**src/logic/fp_seq_map.vh**
```
// Field positions, register map and reset values of the microword sequencing slice.
// Assumes it is included by its bare name from files that use the macros below.
`ifndef FP_SEQ_MAP_VH
`define FP_SEQ_MAP_VH

// ----------------------------------------------------------------
// Microword field positions
// ----------------------------------------------------------------
`define UW_COND_CLK       28
`define UW_CNT_LOAD       27
`define UW_CNT_SEL        26
`define UW_BR_HI          25
`define UW_BR_LO          21
`define UW_HOLD           20
`define UW_HOLD_INH       19
`define UW_ABORT_OK       18
`define UW_SERVICE        17
`define UW_ATTN           16
`define UW_CNT_K_HI       55
`define UW_CNT_K_LO       52
`define UW_PTR_HI         8
`define UW_PTR_LO         0
`define UW_WIDTH          64
`define BR_NULL           5'h00

// ----------------------------------------------------------------
// Register map (byte addresses) and field positions
// ----------------------------------------------------------------
`define AXI_ADDR_W        8
`define REG_CTRL          8'h00
`define REG_STATUS        8'h04
`define REG_IRQ_STATUS    8'h08
`define REG_IRQ_MASK      8'h0C
`define CTRL_RUN          0
`define CTRL_PROCEED      1
`define ST_ADDR_HI        8
`define ST_HELD           9
`define ST_ABORT_OK       10
`define ST_CNT_LO         12
`define ST_COND_LO        16
`define IRQ_N             5
`define IRQ_HOLD          0
`define IRQ_SERVICE       1
`define IRQ_ATTN          2
`define IRQ_ABORT         3
`define IRQ_ABORT_REFUSED 4
`define RESP_OKAY         2'h0
`define RESP_SLVERR       2'h2

// ----------------------------------------------------------------
// Reset values
// ----------------------------------------------------------------
`define RST_ADDR          9'h000
`define RST_ABORT_ADDR    9'h000
`define RST_COUNT         4'h0
`define RST_COND          3'h0
`define RST_IRQ           5'h00

`endif

```
**src/logic/fp_microword_sequencing_control.v**
```verilog
// Sequencing and host-handshake slice of a coprocessor microword, with an AXI4-Lite register slave.
// Assumes a control store that returns the word at microaddress in the same cycle, and a host
// that drives proceed_strobe and abort_request synchronous to aclk.
//
// What this block does
// - When bit 28 is set the condition register captures overflow, negative and zero of the exponent ALU.
// - When bit 27 is set the 4-bit counter loads from the selected source instead of counting.
// - The counter goes up by exactly one on each enabled clock and holds otherwise.
// - Bit 26 picks the load source: 0 the microword constant, 1 the prescale quotient.
// - The branch code in bits 25:21 with the pointer forms the next address, naming up to three conditions.
// - The null branch code takes the next address straight from the pointer.
// - When bit 20 is set sequencing stops until the host sends the proceed strobe.
// - When bit 19 is set the hold bit of the following microword is treated as clear.
// - When bit 18 is set the host may abort the running instruction, and only then.
// - When bit 17 is set a service request is raised toward the host.
// - When bit 16 is set an attention signal tells the host the device is ready to proceed.
// - The counter constant comes from microword bits 55:52.
// - The pointer sits in bits 8:0 as a 9-bit address that feeds the next-address logic.
//
// Design decisions made here: the register offsets and the AXI4-Lite interface to the registers.
`timescale 1ns/1ps
`default_nettype none
`include "fp_seq_map.vh"

module fp_microword_sequencing_control #(
	parameter              CNT_WIDTH     = 4,
	parameter [8:0]        ABORT_ADDRESS = `RST_ABORT_ADDR
) (
	input  wire                    aclk,
	input  wire                    aresetn,
	input  wire                    ce,
	input  wire [`AXI_ADDR_W-1:0]  s_axi_awaddr,
	input  wire [2:0]              s_axi_awprot,
	input  wire                    s_axi_awvalid,
	output reg                     s_axi_awready,
	input  wire [31:0]             s_axi_wdata,
	input  wire [3:0]              s_axi_wstrb,
	input  wire                    s_axi_wvalid,
	output reg                     s_axi_wready,
	output reg  [1:0]              s_axi_bresp,
	output reg                     s_axi_bvalid,
	input  wire                    s_axi_bready,
	input  wire [`AXI_ADDR_W-1:0]  s_axi_araddr,
	input  wire [2:0]              s_axi_arprot,
	input  wire                    s_axi_arvalid,
	output reg                     s_axi_arready,
	output reg  [31:0]             s_axi_rdata,
	output reg  [1:0]              s_axi_rresp,
	output reg                     s_axi_rvalid,
	input  wire                    s_axi_rready,
	input  wire [`UW_WIDTH-1:0]    microword,
	output reg  [8:0]              microaddress,
	input  wire                    exp_alu_overflow,
	input  wire                    exp_alu_negative,
	input  wire                    exp_alu_zero,
	input  wire [CNT_WIDTH-1:0]    prescale_quotient_source,
	input  wire                    counter_count_enable,
	input  wire [2:0]              branch_hits,
	input  wire                    proceed_strobe,
	input  wire                    abort_request,
	output reg                     abort_permit,
	output reg                     abort_taken,
	output reg  [2:0]              exp_alu_condition_register,
	output wire [CNT_WIDTH-1:0]    loop_count,
	output reg                     service_request,
	output reg                     attention_ready,
	output reg                     sequencer_held,
	output reg                     irq
);

	// ----------------------------------------------------------------
	// Current microinstruction and sequencing state
	// ----------------------------------------------------------------
	reg  [`UW_WIDTH-1:0]  ir;
	reg                   hold_inhibit_next;
	reg                   run;
	reg                   soft_proceed;
	reg  [`IRQ_N-1:0]     irq_status;
	reg  [`IRQ_N-1:0]     irq_mask;

	wire                  cond_reg_clock_enable;
	wire                  counter_load_enable;
	wire                  counter_source_select;
	wire [4:0]            branch_condition_field;
	wire [8:0]            next_pointer_field;
	wire                  hold_effective;
	wire                  proceed;
	wire                  abort_take;
	wire                  advance;
	wire                  step;
	wire [8:0]            next_address;
	wire [CNT_WIDTH-1:0]  counter_constant_field;
	wire [CNT_WIDTH-1:0]  counter_load_value;
	wire [`UW_WIDTH-1:0]  next_ir;

	assign cond_reg_clock_enable  = ir[`UW_COND_CLK];
	assign counter_load_enable    = ir[`UW_CNT_LOAD];
	assign counter_source_select  = ir[`UW_CNT_SEL];
	assign counter_constant_field = ir[`UW_CNT_K_HI:`UW_CNT_K_LO];
	assign branch_condition_field = microword[`UW_BR_HI:`UW_BR_LO];
	assign next_pointer_field     = microword[`UW_PTR_HI:`UW_PTR_LO];

	// The hold bit of the executing word is ignored when the word before it asked so.
	assign hold_effective = ir[`UW_HOLD] & ~hold_inhibit_next;
	assign proceed        = proceed_strobe | soft_proceed;
	// An abort from the host is honoured only while the executing word permits it.
	assign abort_take     = run & abort_request & ir[`UW_ABORT_OK];
	assign advance        = run & (~hold_effective | proceed);
	assign step           = advance | abort_take;
	// An abort replaces the prefetched word by an all-zero word, which has no side effects.
	assign next_ir        = abort_take ? {`UW_WIDTH{1'b0}} : microword;

	assign counter_load_value = counter_source_select ? prescale_quotient_source
		: counter_constant_field;

	next_address_logic u_next_address (
		.branch_code   (branch_condition_field),
		.pointer       (next_pointer_field),
		.branch_hits   (branch_hits),
		.abort_take    (abort_take),
		.abort_address (ABORT_ADDRESS),
		.next_address  (next_address)
	);

	loop_counter #(
		.WIDTH (CNT_WIDTH)
	) u_loop_counter (
		.aclk       (aclk),
		.aresetn    (aresetn),
		.ce         (ce),
		.load       (step & counter_load_enable),
		.count      (counter_count_enable),
		.load_value (counter_load_value),
		.value      (loop_count)
	);

	// ----------------------------------------------------------------
	// Microsequencer
	// ----------------------------------------------------------------
	// The condition capture and counter load of a word land on the edge that retires it, so a held word acts once.
	always @(posedge aclk) begin
		if (!aresetn) begin
			ir                         <= {`UW_WIDTH{1'b0}};
			hold_inhibit_next          <= 1'b0;
			microaddress               <= `RST_ADDR;
			exp_alu_condition_register <= `RST_COND;
			service_request            <= 1'b0;
			attention_ready            <= 1'b0;
			abort_permit               <= 1'b0;
			abort_taken                <= 1'b0;
			sequencer_held             <= 1'b0;
		end else if (ce) begin
			abort_taken <= abort_take;
			if (step) begin
				ir                <= next_ir;
				hold_inhibit_next <= ir[`UW_HOLD_INH] & ~abort_take;
				microaddress      <= next_address;
				if (cond_reg_clock_enable) begin
					exp_alu_condition_register <= {exp_alu_overflow, exp_alu_negative,
						exp_alu_zero};
				end
				service_request <= next_ir[`UW_SERVICE];
				attention_ready <= next_ir[`UW_ATTN];
				abort_permit    <= next_ir[`UW_ABORT_OK];
				sequencer_held  <= next_ir[`UW_HOLD] & ~(ir[`UW_HOLD_INH] & ~abort_take);
			end else if (!run) begin
				sequencer_held <= 1'b0;
			end
		end
	end

	// ----------------------------------------------------------------
	// Register bus: write channel
	// ----------------------------------------------------------------
	reg                    aw_held;
	reg                    w_held;
	reg [`AXI_ADDR_W-1:0]  aw_addr;
	reg [31:0]             w_data;
	reg [3:0]              w_strb;
	reg                    rd_clear;

	wire                   wr_do;
	wire                   wr_hit;

	assign wr_do  = aw_held & w_held & ~s_axi_bvalid;
	assign wr_hit = (aw_addr == `REG_CTRL) | (aw_addr == `REG_STATUS)
		| (aw_addr == `REG_IRQ_STATUS) | (aw_addr == `REG_IRQ_MASK);

	// Address and data are taken in either order; the response waits for both.
	always @(posedge aclk) begin
		if (!aresetn) begin
			s_axi_awready <= 1'b1;
			s_axi_wready  <= 1'b1;
			s_axi_bvalid  <= 1'b0;
			s_axi_bresp   <= `RESP_OKAY;
			aw_held       <= 1'b0;
			w_held        <= 1'b0;
			aw_addr       <= {`AXI_ADDR_W{1'b0}};
			w_data        <= 32'h00000000;
			w_strb        <= 4'h0;
			run           <= 1'b0;
			soft_proceed  <= 1'b0;
			irq_mask      <= `RST_IRQ;
		end else if (ce) begin
			soft_proceed <= 1'b0;
			if (s_axi_awvalid && s_axi_awready) begin
				aw_addr       <= s_axi_awaddr;
				aw_held       <= 1'b1;
				s_axi_awready <= 1'b0;
			end
			if (s_axi_wvalid && s_axi_wready) begin
				w_data       <= s_axi_wdata;
				w_strb       <= s_axi_wstrb;
				w_held       <= 1'b1;
				s_axi_wready <= 1'b0;
			end
			if (wr_do) begin
				aw_held      <= 1'b0;
				w_held       <= 1'b0;
				s_axi_bvalid <= 1'b1;
				s_axi_bresp  <= wr_hit ? `RESP_OKAY : `RESP_SLVERR;
				if (w_strb[0]) begin
					if (aw_addr == `REG_CTRL) begin
						run          <= w_data[`CTRL_RUN];
						soft_proceed <= w_data[`CTRL_PROCEED];
					end
					if (aw_addr == `REG_IRQ_MASK) begin
						irq_mask <= w_data[`IRQ_N-1:0];
					end
				end
			end
			if (s_axi_bvalid && s_axi_bready) begin
				s_axi_bvalid  <= 1'b0;
				s_axi_awready <= 1'b1;
				s_axi_wready  <= 1'b1;
			end
		end
	end

	// ----------------------------------------------------------------
	// Register bus: read channel
	// ----------------------------------------------------------------
	reg [31:0]  rd_mux;
	reg         rd_hit;

	always @* begin
		rd_mux = 32'h00000000;
		rd_hit = 1'b1;
		case (s_axi_araddr)
			`REG_CTRL: begin
				rd_mux[`CTRL_RUN] = run;
			end
			`REG_STATUS: begin
				rd_mux[`ST_ADDR_HI:0]                    = microaddress;
				rd_mux[`ST_HELD]                         = sequencer_held;
				rd_mux[`ST_ABORT_OK]                     = abort_permit;
				rd_mux[`ST_CNT_LO+CNT_WIDTH-1:`ST_CNT_LO] = loop_count;
				rd_mux[`ST_COND_LO+2:`ST_COND_LO]        = exp_alu_condition_register;
			end
			`REG_IRQ_STATUS: begin
				rd_mux[`IRQ_N-1:0] = irq_status;
			end
			`REG_IRQ_MASK: begin
				rd_mux[`IRQ_N-1:0] = irq_mask;
			end
			default: begin
				rd_hit = 1'b0;
			end
		endcase
	end

	always @(posedge aclk) begin
		if (!aresetn) begin
			s_axi_arready <= 1'b1;
			s_axi_rvalid  <= 1'b0;
			s_axi_rdata   <= 32'h00000000;
			s_axi_rresp   <= `RESP_OKAY;
			rd_clear      <= 1'b0;
		end else if (ce) begin
			rd_clear <= 1'b0;
			if (s_axi_arvalid && s_axi_arready) begin
				s_axi_arready <= 1'b0;
				s_axi_rvalid  <= 1'b1;
				s_axi_rdata   <= rd_mux;
				s_axi_rresp   <= rd_hit ? `RESP_OKAY : `RESP_SLVERR;
				rd_clear      <= (s_axi_araddr == `REG_IRQ_STATUS);
			end
			if (s_axi_rvalid && s_axi_rready) begin
				s_axi_rvalid  <= 1'b0;
				s_axi_arready <= 1'b1;
			end
		end
	end

	// ----------------------------------------------------------------
	// Interrupts
	// ----------------------------------------------------------------
	// Only the bits that the read returned are cleared, one cycle later while the data still
	// stands, so an event in the clearing cycle, or in the read cycle on a bit the read did not return, survives to the next read.
	wire [`IRQ_N-1:0]  irq_event;
	wire [`IRQ_N-1:0]  next_irq_status;

	assign irq_event[`IRQ_HOLD]          = step & sequencer_held_next_bit(next_ir, ir, abort_take);
	assign irq_event[`IRQ_SERVICE]       = step & next_ir[`UW_SERVICE];
	assign irq_event[`IRQ_ATTN]          = step & next_ir[`UW_ATTN];
	assign irq_event[`IRQ_ABORT]         = abort_take;
	assign irq_event[`IRQ_ABORT_REFUSED] = run & abort_request & ~ir[`UW_ABORT_OK];
	assign next_irq_status = (irq_status & ~(rd_clear ? s_axi_rdata[`IRQ_N-1:0] : {`IRQ_N{1'b0}})) | irq_event;

	function sequencer_held_next_bit;
		input [`UW_WIDTH-1:0] word;
		input [`UW_WIDTH-1:0] cur;
		input                 aborting;
		begin
			sequencer_held_next_bit = word[`UW_HOLD] & ~(cur[`UW_HOLD_INH] & ~aborting);
		end
	endfunction

	always @(posedge aclk) begin
		if (!aresetn) begin
			irq_status <= `RST_IRQ;
			irq        <= 1'b0;
		end else if (ce) begin
			irq_status <= next_irq_status;
			irq        <= |(next_irq_status & irq_mask);
		end
	end

endmodule
`default_nettype wire

```
**src/logic/loop_counter.v**
```verilog
// Loadable up-counter used as the microcode loop counter.
// Assumes load and count are qualified by the caller; ce freezes the count.
`timescale 1ns/1ps
`default_nettype none
`include "fp_seq_map.vh"

module loop_counter #(
	parameter WIDTH = 4
) (
	input  wire             aclk,
	input  wire             aresetn,
	input  wire             ce,
	input  wire             load,
	input  wire             count,
	input  wire [WIDTH-1:0] load_value,
	output reg  [WIDTH-1:0] value
);

	// ----------------------------------------------------------------
	// Counter
	// ----------------------------------------------------------------
	// A load in the same cycle as a count wins, so the loop starts from the load value.
	always @(posedge aclk) begin
		if (!aresetn) begin
			value <= `RST_COUNT;
		end else if (ce) begin
			if (load) begin
				value <= load_value;
			end else if (count) begin
				value <= value + {{(WIDTH-1){1'b0}}, 1'b1};
			end
		end
	end

endmodule
`default_nettype wire

```
**src/logic/next_address_logic.v**
```verilog
// Combinational next-microaddress selection from pointer, branch code and abort.
// Assumes branch_hits already holds the conditions named by branch_code, masked outside.
`timescale 1ns/1ps
`default_nettype none
`include "fp_seq_map.vh"

module next_address_logic (
	input  wire [4:0] branch_code,
	input  wire [8:0] pointer,
	input  wire [2:0] branch_hits,
	input  wire       abort_take,
	input  wire [8:0] abort_address,
	output reg  [8:0] next_address
);

	// ----------------------------------------------------------------
	// Selection
	// ----------------------------------------------------------------
	// Each true condition sets one low address bit, so up to three conditions fan out to eight targets.
	always @* begin
		if (abort_take) begin
			next_address = abort_address;
		end else if (branch_code == `BR_NULL) begin
			next_address = pointer;
		end else begin
			next_address = {pointer[8:3], pointer[2:0] | branch_hits};
		end
	end

endmodule
`default_nettype wire

```
**config.mk**
```make
export PLATFORM = sky130hd
export DESIGN_NAME = fp_microword_sequencing_control
export DESIGN_NICKNAME = d
export VERILOG_FILES = /design/src/logic/fp_microword_sequencing_control.v /design/src/logic/loop_counter.v /design/src/logic/next_address_logic.v
export VERILOG_INCLUDE_DIRS = /design/src /design/src/logic
export SDC_FILE = /design/constraint.sdc
export NUM_CORES = 1
export LEC_CHECK = 0
export ABC_AREA = 1
export BUFFER_PORTS_ARGS = -buffer_cell sky130_fd_sc_hd__buf_2
export CAP_MARGIN = 30
export CORE_MARGIN = 2
export CORE_UTILIZATION = 50
export CTS_BUF_LIST = sky130_fd_sc_hd__clkbuf_2 sky130_fd_sc_hd__clkbuf_4 sky130_fd_sc_hd__clkbuf_8
export CTS_CLUSTER_DIAMETER = 30
export CTS_CLUSTER_SIZE = 25
export DETAILED_ROUTE_END_ITERATION = 7
export PLACE_DENSITY_LB_ADDON = 0.25
export SLEW_MARGIN = 20
export SYNTH_ARGS = -nofsm -noshare
export SYNTH_HDL_FRONTEND = slang
export SYNTH_SLANG_ARGS = --single-unit
```
**constraint.sdc**
```tcl
create_clock -name aclk -period 3.1 [get_ports aclk]
set_clock_uncertainty 0.05 [all_clocks]
set_input_delay 0.465 -clock aclk [delete_from_list [all_inputs] [get_ports aclk]]
set_output_delay 0.465 -clock aclk [all_outputs]
set_load 0.05 [all_outputs]
```
# Yosys cells after proc, flatten, opt, wreduce, memory -nomap -nowiden
# Cells that the tools add are included.
# totals
elab_cells	134
ff_bits	135
output_inout_bits	63
# classes
n_addsub	1
n_mux	34
n_reduce_logical	33
eq_ne	7
bitwise	30
# ops
operator	count
$mux 56	1
$eq 8x4->1 const B	4
$reduce_and 2->1	13
$mux 1	21
$eq 8x3->1 const B	2
$logic_not 8->1	2
$reduce_bool 2->1	7
$and 1x1->1	13
$mux 4	3
$pmux 4 s3	1
$and 5x5->5	2
$mux 9	1
$reduce_and 4->1	2
$mux 7	1
$mux 6	1
$not 1->1	6
$or 1x1->1	6
$logic_and 1x1->1	5
$logic_not 5->1	1
$mux 5	1
$not 5->5	1
$or 5x5->5	1
$reduce_or 5->1	1
$add 4x1->4 const B	1
7 further kinds	8

# Longest topological paths before layout
# Gate-level depths: netlist of run 1.
# logic_depth
depth_word	10
mapped_depth	10
mapped_depth_nobuf	10

# Hierarchy
# From an unflattened synthesis of run 1, not the netlist that was laid out.
# unflattened
cells_unflattened	567
area_unflattened_um2	4046.4
# modules_own_cells
mod	seq_area_each_um2	cells_per_inst	n_inst	area_per_inst_um2
fp_microword_sequencing_control	1641.6	493	1	3642.2
loop_counter	80.1	38	1	237.7
next_address_logic	0.0	36	1	166.4

# Least setup slack after synthesis of run 1
# No wires, ideal clock.
# synth_path
path_type	register to register
startpoint	reg ir[18]
endpoint	reg exp_alu_condition_register[0]
path_stages_with_launch	7
arrival_time_ns	1.500
period_less_slack_ns	1.668
n_path_buf	1
setup_ns	0.118
t_required_ns	2.932
setup_slack_ns	1.432
cell_sequence	dfxtp_1 > nand3_4 > nand2_4 > nand2_2 > buf_4 > nor3_1 > nor2_1
# synth_between
elab_chain_cells	3
# synth_lines
element	line	rtl
start: declaration	fp_microword_sequencing_control.v:74	reg [`UW_WIDTH-1:0] ir;
start signal: assignment	fp_microword_sequencing_control.v:143	ir <= {`UW_WIDTH{1'b0}};
start signal: assignment	fp_microword_sequencing_control.v:155	ir <= next_ir;
$and 1x1->1	fp_microword_sequencing_control.v:107	assign abort_take = run & abort_request & ir[`UW_ABORT_OK];
$or 1x1->1	fp_microword_sequencing_control.v:109	assign step = advance | abort_take;
$reduce_and 3->1 (no source line)	--	
end signal: assignment	fp_microword_sequencing_control.v:146	exp_alu_condition_register <= `RST_COND;
end signal: assignment	fp_microword_sequencing_control.v:159	exp_alu_condition_register <= {exp_alu_overflow, exp_alu_negative,
end: declaration	fp_microword_sequencing_control.v:63	output reg [2:0] exp_alu_condition_register,
# No other way between the ends.
# A chain may end at the register's enable or synchronous reset.

# Worst setup path in the final report of run 1
# layout_path
startpoint	reg ir[18]
endpoint	reg exp_alu_condition_register[1]
# Same word-level chain as after synthesis.

==> results.json, run 1 <==
{
  "run_status": "finished, final reports clean",
  "distinct_cell_type_count_of_the_synthesized_netlist": 33,
  "post_synth_inst_count": 527,
  "static-leakage-power_nw": 2.09,
  "final_min_period_over_clock_period_pct": 59.6,
  "antenna_found_initial": 0,
  "fin_worst_hold_slack_ps": 301,
  "clock_latency_ps": 350,
  "detail_route.iter0.violations": 207,
  "avgSynthCellArea_sq_um": 7.27,
  "die-area_sq_um": 8380,
  "holdBufCountCts": 0,
  "clock_tree.buffer_depth": 2,
  "core.rowCount": 31,
  "final_net_count": 770,
  "dp_hpwl_um": 6660,
  "pwr_density_cell_nw_per_um2": 503,
  "diodes": 0,
  "clk_root_buffer_cell": "sky130_fd_sc_hd__clkbuf_8",
  "ir_worst_vdd_mv": 0.220,
  "wl_per_cell_um": 12.4,
  "antenna_left": 0,
  "top_level_ports": 206,
  "timing.max_slew.rel_slack_pct": 51.4,
  "seq_area_frac_synth_pct": 45.0,
  "ys.warnings.count": 0,
  "core-area_sq_um": 7330,
  "setup_total_negative_slack_ps": 0,
  "globalplace.congestion": 0.925,
  "rsz0062_at_grt": "no",
  "post_drt_via_cell_ratio": 4.96,
  "critPathKind": "register to register",
  "die_w_um": 91.5,
  "worst-path-max-fanout": 26,
  "critical_path_arrival_ps": 2090,
  "drcViolationCount": 0,
  "final_core_utilization_pct": 62.2,
  "hold_violations": 0,
  "share_of_yosys_cell_area_claimed_by_the_top_area_cell_type_pct": 45.0,
  "filler_cell_count": 691,
  "htree_num_levels": 3,
  "vias": 3624,
  "worst_pin_slew_ps": 723,
  "drv_slew": 0,
  "synth_top_cell_by_area": "sky130_fd_sc_hd__dfxtp_1",
  "drt_first_pass_iters": 4,
  "tritoncts.num_buffers": 9,
  "critical_path_required_ps": 3340,
  "max_cap_violations": 0,
  "yosys-top-cells-area": "sky130_fd_sc_hd__dfxtp_1 45%, sky130_fd_sc_hd__nand2_1 13%, sky130_fd_sc_hd__a21oi_1 8.5%, sky130_fd_sc_hd__buf_4 5.5%, sky130_fd_sc_hd__inv_1 5.2%",
  "worstRegToRegCells": 6,
  "grt-ovfl-total": 0,
  "synth_enable_flop_cells": 0,
  "worst_hold_path.num_cells": 3,
  "post-cts-setup-buffer-count": 0,
  "post_cts_resized": 0,
  "track_usage_pct": 22.4,
  "die-height_um": 91.5,
  "setup.worst_path.start_class": "register",
  "hold_class": "input pin to register",
  "drive_above_1_share_pct": 22.3,
  "worstSetupEndpointType": "register",
  "netlist_area_sq_um": 3830,
  "start_util_pct": 52.2,
  "finalWirelength_um": 9050,
  "clk_pin_slew_worst_paths_ps": 90,
  "grt_pass1_vias": 3354,
  "cts_num_sinks": 86,
  "fmax_mhz": 542,
  "number_of_buffers_inserted_by_port_buffering": 115,
  "grt_start_max_net_pins": 39,
  "period_minus_slack_ps": 1850,
  "syn_to_final_growth_pct": 19.0,
  "synth-seq-cells": 86,
  "cts_tree": "done",
  "synthFlopType": "sky130_fd_sc_hd__dfxtp_1",
  "grt_first_pass_wirelength_um": 15200,
  "final-setup-viol-count": 0,
  "asr_flop_ratio_synth_pct": 0
}
==> layout make-up <==
type	count	area (sq um)	share of cell area, %
clock buffers	10	138	3.02
clock inverters	6	95.1	2.09
inverters	56	210	4.61
multi-input cells	355	1670	36.7
flip-flops and latches	86	1720	37.8
well taps	99	124	2.72
repair buffers	118	598	13.1
==> per-stage QoR <==
stage / setup slack (ps) / std cells / power, mW / area, sq um
2_1_floorplan: 1430 / 542 / 1.37 / 3890
3_3_place_gp: 997 / 714 / 1.43 / 4330
3_5_place_dp: 948 / 714 / 1.43 / 4330
4_1_cts: 1270 / 730 / 2.31 / 4560
5_1_grt: 1060 / 730 / 2.39 / 4560
6_report: 1250 / 730 / 2.29 / 4560
==> Yosys cell counts, types with 2 or more instances <==
cell	n
sky130_fd_sc_hd__a211oi_1	2
sky130_fd_sc_hd__a21oi_1	65
sky130_fd_sc_hd__a31oi_1	2
sky130_fd_sc_hd__buf_4	28
sky130_fd_sc_hd__clkbuf_1	15
sky130_fd_sc_hd__clkinv_1	2
sky130_fd_sc_hd__dfxtp_1	86
sky130_fd_sc_hd__inv_1	53
sky130_fd_sc_hd__mux2i_1	4
sky130_fd_sc_hd__nand2_1	130
sky130_fd_sc_hd__nand2_4	2
sky130_fd_sc_hd__nand3_1	37
sky130_fd_sc_hd__nand4_1	4
sky130_fd_sc_hd__nor2_1	32
sky130_fd_sc_hd__nor3_1	8
sky130_fd_sc_hd__o21ai_0	37
sky130_fd_sc_hd__o21bai_1	3
sky130_fd_sc_hd__xor2_1	2
==> power breakdown <==
group | switching (mW) | leakage [nW] | internal (mW) | total (mW)
Combinational | 0.183 | 1.28 | 0.0751 | 0.258
Sequential | 0.0177 | 0.699 | 1.13 | 1.15
Clock | 0.402 | 0.117 | 0.481 | 0.883
==> registers in the layout (all words and copies together) (netlist names), 3 cells and up <==
signal / count
irq_mask: 5
ir: 13
u_loop_counter.value: 4
aw_addr: 8
irq_status: 5
exp_alu_condition_register: 3
s_axi_rdata: 18
microaddress: 8
w_data: 5
==> routing by layer <==
layer / track usage [%] / share of wire, % / vias up
met5: 0 / 0 / -
met4: 8.84 / 1.9 / 0
met3: 5.48 / 10 / 15
met2: 37.2 / 46 / 156
met1: 27.8 / 42 / 1587
li1: - / - / 1866
==> worst paths after layout <==
path | slack [ps] | start | endpoint
min reg2reg | 400 | w_data[4]$_SDFFE_PN0P_ | w_data[4]$_SDFFE_PN0P_
min | 300 | exp_alu_overflow | exp_alu_condition_register[2]$_SDFFE_PN0P_
max | 1250 | ir[18]$_SDFFE_PN0P_ | exp_alu_condition_register[1]$_SDFFE_PN0P_
max reg2reg | 1250 | ir[18]$_SDFFE_PN0P_ | exp_alu_condition_register[1]$_SDFFE_PN0P_
==> critical path, cell delays in order (launching register included) <==
cell and delay [ps]:
sky130_fd_sc_hd__dfxtp_1 540, sky130_fd_sc_hd__nand3_4 170, sky130_fd_sc_hd__nand2_4 150, sky130_fd_sc_hd__nand2_2 320
sky130_fd_sc_hd__nor2_1 320, sky130_fd_sc_hd__o21ai_0 120, sky130_fd_sc_hd__nor2_1 120
==> logic make-up after synthesis <==
| family | Yosys count | synth area share, % |
|---|---|---|
| AOI/OAI and AO/OA | 114 | 15.6 |
| xor gates and xnor gates | 2 | 0.457 |
| adders and majority gates | 1 | 0.327 |
| buffers and inverters | 101 | 12.9 |
| DFF | 86 | 45.0 |
| muxes | 4 | 1.05 |
| other | 1 | 0.0979 |
| and+or+nand+nor | 218 | 24.6 |
==> layout by cell type, fill, tap and decap left out, drive strengths merged, types with 2 or more instances in the layout <==
cell type,count
nor3,8
o21ai,37
a31oi,2
dfxtp,86
conb,16
a21oi,65
nand3,39
mux2i,4
clkinv,6
nand4,4
nand2,133
a211oi,2
o21bai,3
inv,54
bufinv,2
xor2,2
nor2,32
clkbuf,10
buf,118
Power figures use the tool's default switching activity.
==> run 2: changes to the inputs <==
CORE_UTILIZATION = 46   (was 50)
clock period = 1.9 ns   (was 3.1 ns; I/O delays follow)
==> run 2 against run 1 <==
Compared with the run above:
- sequential power up 63%
- utilization down 5.9 points
- hold slack worse by 200 ps
- global-route usage down 2.0 points
- final cell count up 1.8%
- highest routed layer unchanged
- clock power up 33%
==> results.json, run 2 (same netlist as run 1, synthesis figures left out) <==
{
  "run_status": "finished, final reports clean",
  "drt_first_pass_iters": 4,
  "r2r_setup_slack_ps": 360,
  "clk_root_buffer_cell": "sky130_fd_sc_hd__clkbuf_8",
  "detailed_place.area_sq_um": 4400,
  "setup_total_negative_slack_ps": 0,
  "top_level_ports": 206,
  "max_cap_violations": 0,
  "cts_tree": "done",
  "worst-path-max-fanout": 12,
  "tritoncts.num_buffers": 9,
  "post-cts-setup-buffer-count": 0,
  "clk_pin_slew_worst_paths_ps": 100,
  "antenna_found_initial": 1,
  "drive_above_1_share_pct": 23.2,
  "final-setup-viol-count": 0,
  "worstRegToRegCells": 8,
  "die_w_um": 95.2,
  "worst_hold_path.num_cells": 3,
  "layout_top_registers": "s_axi_rdata x18, ir x13",
  "post_drt_via_cell_ratio": 4.82,
  "vias": 3584,
  "clock_tree.buffer_depth": 2,
  "cpMaxStageDelayCell": "sky130_fd_sc_hd__dfxtp_1",
  "path_delay_family": "simple AND/OR/NAND/NOR gates",
  "drv_slew": 0,
  "wl_per_cell_um": 12.2,
  "hold_violations": 0,
  "detailedPlace.worstSlack_ps": 258,
  "holdBufCountCts": 0,
  "regToRegStartpoint": "hold_inhibit_next$_SDFFE_PN0P_",
  "setup.worst_path.start_class": "register",
  "pwr_density_cell_nw_per_um2": 760,
  "number_of_buffers_inserted_by_port_buffering": 115,
  "final_min_period_over_clock_period_pct": 81.2,
  "finalWirelength_um": 9060,
  "critical_path_required_ps": 2130,
  "start_util_pct": 47.1,
  "critPathKind": "register to register",
  "fin_area_sq_um": 4580,
  "cp_common_cell": "sky130_fd_sc_hd__nand2_1",
  "htree_num_levels": 3,
  "period_minus_slack_ps": 1540,
  "post_cts_resized": 0,
  "layout.cells.most_common": "sky130_fd_sc_hd__nand2_1",
  "ir_worst_vdd_mv": 0.355,
  "critical_path_arrival_ps": 1770,
  "antenna_left": 0,
  "highest_cell_delay_on_the_worst_timing_path_ps": 310,
  "wl_met2_um": 3930,
  "drcViolationCount": 0,
  "fmax_mhz": 648,
  "core-area_sq_um": 8130,
  "rsz0062_at_grt": "no",
  "crit_chain": "nor2_1, nand3_1, nand2_1, nand2_4, nand2_2, buf_4, nand2_1, a21oi_1",
  "met1_length_um": 4190,
  "grt_pass1_vias": 3179,
  "clock_latency_ps": 360,
  "detail_route.iter0.violations": 117,
  "buffers_plus_inverters_on_the_worst_setup_path": 1,
  "largest_reg_flops": 18,
  "final_core_utilization_pct": 56.3,
  "worst_slack_ps": 358,
  "globalplace.congestion": 0.852,
  "die-area_sq_um": 9070,
  "worstSetupEndpointType": "register",
  "static-leakage-power_nw": 2.09,
  "min-delay-start": "exp_alu_negative",
  "hold_class": "input pin to register",
  "cts_num_sinks": 86,
  "worst_r2r_endpoint": "microaddress[1]$_SDFFE_PN0P_",
  "grt_first_pass_wirelength_um": 14300,
  "max_flop_register": "s_axi_rdata",
  "core.rowCount": 33,
  "die-height_um": 95.2,
  "grt-ovfl-total": 0,
  "layout.cells.most_common_list": "130 x sky130_fd_sc_hd__nand2_1, 115 x sky130_fd_sc_hd__buf_2, 86 x sky130_fd_sc_hd__dfxtp_1",
  "dp_hpwl_um": 6810,
  "grt_start_max_net_pins": 49,
  "track_usage_pct": 20.4,
  "syn_to_final_growth_pct": 19.5,
  "topRoutingLayerUsed": "met4",
  "diodes": 0,
  "final_net_count": 777,
  "met3WireLength_um": 742,
  "filler_cell_count": 807,
  "whs_endpoint": "exp_alu_condition_register[1]$_SDFFE_PN0P_",
  "timing.max_slew.rel_slack_pct": 66.1,
  "worst_pin_slew_ps": 507
}
## run 2: cell count changes in the layout (fill, tap and decap cells not counted), sizes merged
cell	delta
buf	+7
bufinv	-2
clkbuf	-1
clkinv	-3
clkinvlp	+4
inv	+2
## run 2: how the worst max path moves through the flow
stage,from,end,depth (start not counted)
detailed placement,ce,s_axi_rdata[7]$_SDFFE_PN0P_,6
global route,hold_inhibit_next$_SDFFE_PN0P_,microaddress[1]$_SDFFE_PN0P_,8
CTS,hold_inhibit_next$_SDFFE_PN0P_,microaddress[1]$_SDFFE_PN0P_,8
global placement,ce,s_axi_rdata[6]$_SDFFE_PN0P_,6
finish,hold_inhibit_next$_SDFFE_PN0P_,microaddress[1]$_SDFFE_PN0P_,8
floorplan,ir[18]$_SDFFE_PN0P_,exp_alu_condition_register[0]$_SDFFE_PN0P_,6
## run 2: area by class of cell
class / count / area, sq um / share of cell area [%]
multi-input cells: 355 / 1670 / 36.5
flip-flops and latches: 86 / 1720 / 37.6
repair buffers: 125 / 663 / 14.5
clock buffers: 9 / 124 / 2.71
clock inverters: 7 / 56.3 / 1.23
well taps: 105 / 131 / 2.87
inverters: 56 / 210 / 4.59
## run 2: metal layers
metal  global-route usage [%]  vias up
met3                     5.77       14
met1                     25.8     1570
met2                     32.3      130
li1                         -     1870
met5                        0        -
met4                     9.18        0
## run 2: worst reg2reg max path: stages (launching register included)
cell and delay (ps):
sky130_fd_sc_hd__dfxtp_1 310, sky130_fd_sc_hd__nor2_1 100, sky130_fd_sc_hd__nand3_1 120, sky130_fd_sc_hd__nand2_1 150
sky130_fd_sc_hd__nand2_4 100, sky130_fd_sc_hd__nand2_2 210, sky130_fd_sc_hd__buf_4 220, sky130_fd_sc_hd__nand2_1 60
sky130_fd_sc_hd__a21oi_1 140
## run 2: per-stage QoR
stage | instances | hold WS [ps] | total power [mW]
floorplan | 542 | 370 | 2.24
global placement | 727 | 379 | 2.34
detailed placement | 727 | 384 | 2.35
CTS | 743 | 100 | 3.50
global route | 743 | 104 | 3.63
finish | 743 | 106 | 3.48
## run 2: power by group
| group | internal, mW | switching, mW | total (mW) |
|---|---|---|---|
| sequential | 1.85 | 0.0299 | 1.88 |
| combinational | 0.128 | 0.299 | 0.427 |
| clock | 0.485 | 0.689 | 1.17 |
| total | 2.46 | 1.02 | 3.48 |
==> run 3: changes to the inputs <==
clock period = 1.5 ns   (was 1.9 ns; I/O delays follow)
==> run 3 against run 2 <==
Compared with the run above:
- total power rose by 31%
- hold slack got worse by 49 ps
- routed wire length rose by 3.4%
- first-iteration DRC count rose by 21%
- global-route usage rose by 1.1 points
- design area rose by 3.1%
- worst setup slack got worse by 260 ps
- die area did not move
==> results.json, run 3 (same netlist as run 1, synthesis figures left out) <==
{
  "run_status": "finished, final reports clean",
  "antenna_found_initial": 1,
  "dp_hpwl_um": 7070,
  "crit_chain": "buf_2",
  "layout.cells.most_common_list": "128 x sky130_fd_sc_hd__nand2_1, 115 x sky130_fd_sc_hd__buf_2, 84 x sky130_fd_sc_hd__dfxtp_1",
  "number_of_buffers_inserted_by_port_buffering": 115,
  "final-setup-viol-count": 0,
  "max_flop_register": "s_axi_rdata",
  "grt_first_pass_wirelength_um": 15200,
  "max_cap_violations": 0,
  "die-area_sq_um": 9070,
  "buffers_plus_inverters_on_the_worst_setup_path": 1,
  "die_w_um": 95.2,
  "final_min_period_over_clock_period_pct": 93.3,
  "track_usage_pct": 21.4,
  "cpMaxStageDelayCell": "sky130_fd_sc_hd__dfxtp_1",
  "hold_violations": 0,
  "worst-path-max-fanout": 5,
  "clk_root_buffer_cell": "sky130_fd_sc_hd__clkbuf_8",
  "post_cts_resized": 0,
  "htree_num_levels": 3,
  "largest_reg_flops": 18,
  "core-area_sq_um": 8130,
  "clk_pin_slew_worst_paths_ps": 90,
  "core.rowCount": 33,
  "post-cts-setup-buffer-count": 0,
  "ir_worst_vdd_mv": 0.519,
  "top_level_ports": 206,
  "pwr_density_cell_nw_per_um2": 967,
  "drcViolationCount": 0,
  "drt_first_pass_iters": 4,
  "hold_class": "input pin to register",
  "grt_pass1_vias": 3370,
  "setup_total_negative_slack_ps": 0,
  "clock_tree.buffer_depth": 2,
  "holdBufCountCts": 0,
  "path_delay_family": "flip-flops",
  "rsz0062_at_grt": "no",
  "static-leakage-power_nw": 2.17,
  "globalplace.congestion": 0.854,
  "layout.cells.most_common": "sky130_fd_sc_hd__nand2_1",
  "tritoncts.num_buffers": 9,
  "cts_tree": "done",
  "critical_path_required_ps": 1220,
  "syn_to_final_growth_pct": 23.3,
  "start_util_pct": 47.1,
  "drive_above_1_share_pct": 25.0,
  "diodes": 0,
  "critical_path_arrival_ps": 1120,
  "fmax_mhz": 714,
  "worstSetupEndpointType": "output pin",
  "vias": 3663,
  "antenna_left": 0,
  "period_minus_slack_ps": 1400,
  "detail_route.iter0.violations": 142,
  "final_core_utilization_pct": 58.0,
  "setup.worst_path.start_class": "register",
  "critPathKind": "register to output pin",
  "layout_top_registers": "s_axi_rdata x18, ir x13",
  "finalWirelength_um": 9370,
  "clock_latency_ps": 350,
  "final_net_count": 785,
  "grt_start_max_net_pins": 32,
  "cts_num_sinks": 86,
  "wl_per_cell_um": 12.5,
  "grt-ovfl-total": 0,
  "highest_cell_delay_on_the_worst_timing_path_ps": 460,
  "die-height_um": 95.2,
  "drv_slew": 0,
  "post_drt_via_cell_ratio": 4.88
}
-- run 3: worst reg2reg max path, cell delays in order (launching register included) --
cell                       delay, ps
sky130_fd_sc_hd__dfxtp_1         320
sky130_fd_sc_hd__nor2_1           90
sky130_fd_sc_hd__nand3_1         120
sky130_fd_sc_hd__nand2_2         110
sky130_fd_sc_hd__nand2_4         100
sky130_fd_sc_hd__nand3_1         140
sky130_fd_sc_hd__clkinv_4        160
sky130_fd_sc_hd__nand2_1         100
sky130_fd_sc_hd__a21oi_1          60
-- run 3: power by group --
| group | leakage (nW) | switching (mW) | internal (mW) |
|---|---|---|---|
| logic | 1.37 | 0.385 | 0.174 |
| registers | 0.699 | 0.0392 | 2.34 |
| clock network | 0.0983 | 0.815 | 0.809 |
-- run 3: stage by stage --
stage / cells / power (mW) / instance area, sq um / setup WS, ps / hold WS, ps
2_1_floorplan: 542 / 2.83 / 3890 / 8.91 / 311
3_3_place_gp: 735 / 2.98 / 4500 / 78.9 / 378
3_5_place_dp: 735 / 2.99 / 4500 / 50.4 / 383
4_1_cts: 750 / 4.60 / 4700 / 31.1 / 40.4
5_1_grt: 750 / 4.77 / 4720 / 1.22 / 49.4
6_report: 750 / 4.56 / 4720 / 100 / 57.2
-- run 3: layout make-up --
cell class	instances	area, sq um
well taps	105	131
clock inverters	5	60.1
fillers	811	3410
repair buffers	133	761
flip-flops and latches	86	1720
inverters	56	215
clock buffers	10	138
multi-input cells	355	1690
-- run 3: final timing paths --
kind                                              from                                    endpoint  slack [ps]  cells past startpoint
hold reg to reg                 w_data[4]$_SDFFE_PN0P_                      w_data[4]$_SDFFE_PN0P_         390                      2
hold / removal                            exp_alu_zero  exp_alu_condition_register[0]$_SDFFE_PN0P_          60                      3
setup reg to reg        hold_inhibit_next$_SDFFE_PN0P_                         ir[52]$_SDFFE_PN0P_         140                      8
setup / recovery  u_loop_counter.value[2]$_SDFFE_PN0P_                               loop_count[2]         100                      1
-- run 3: per-layer routing --
layer	global-route usage [%]	vias up	wire length, um
li1	-	1887	-
met1	27.3	1633	4210
met2	34.3	128	4270
met3	5.30	15	709
met4	9.66	0	182
met5	0	-	0
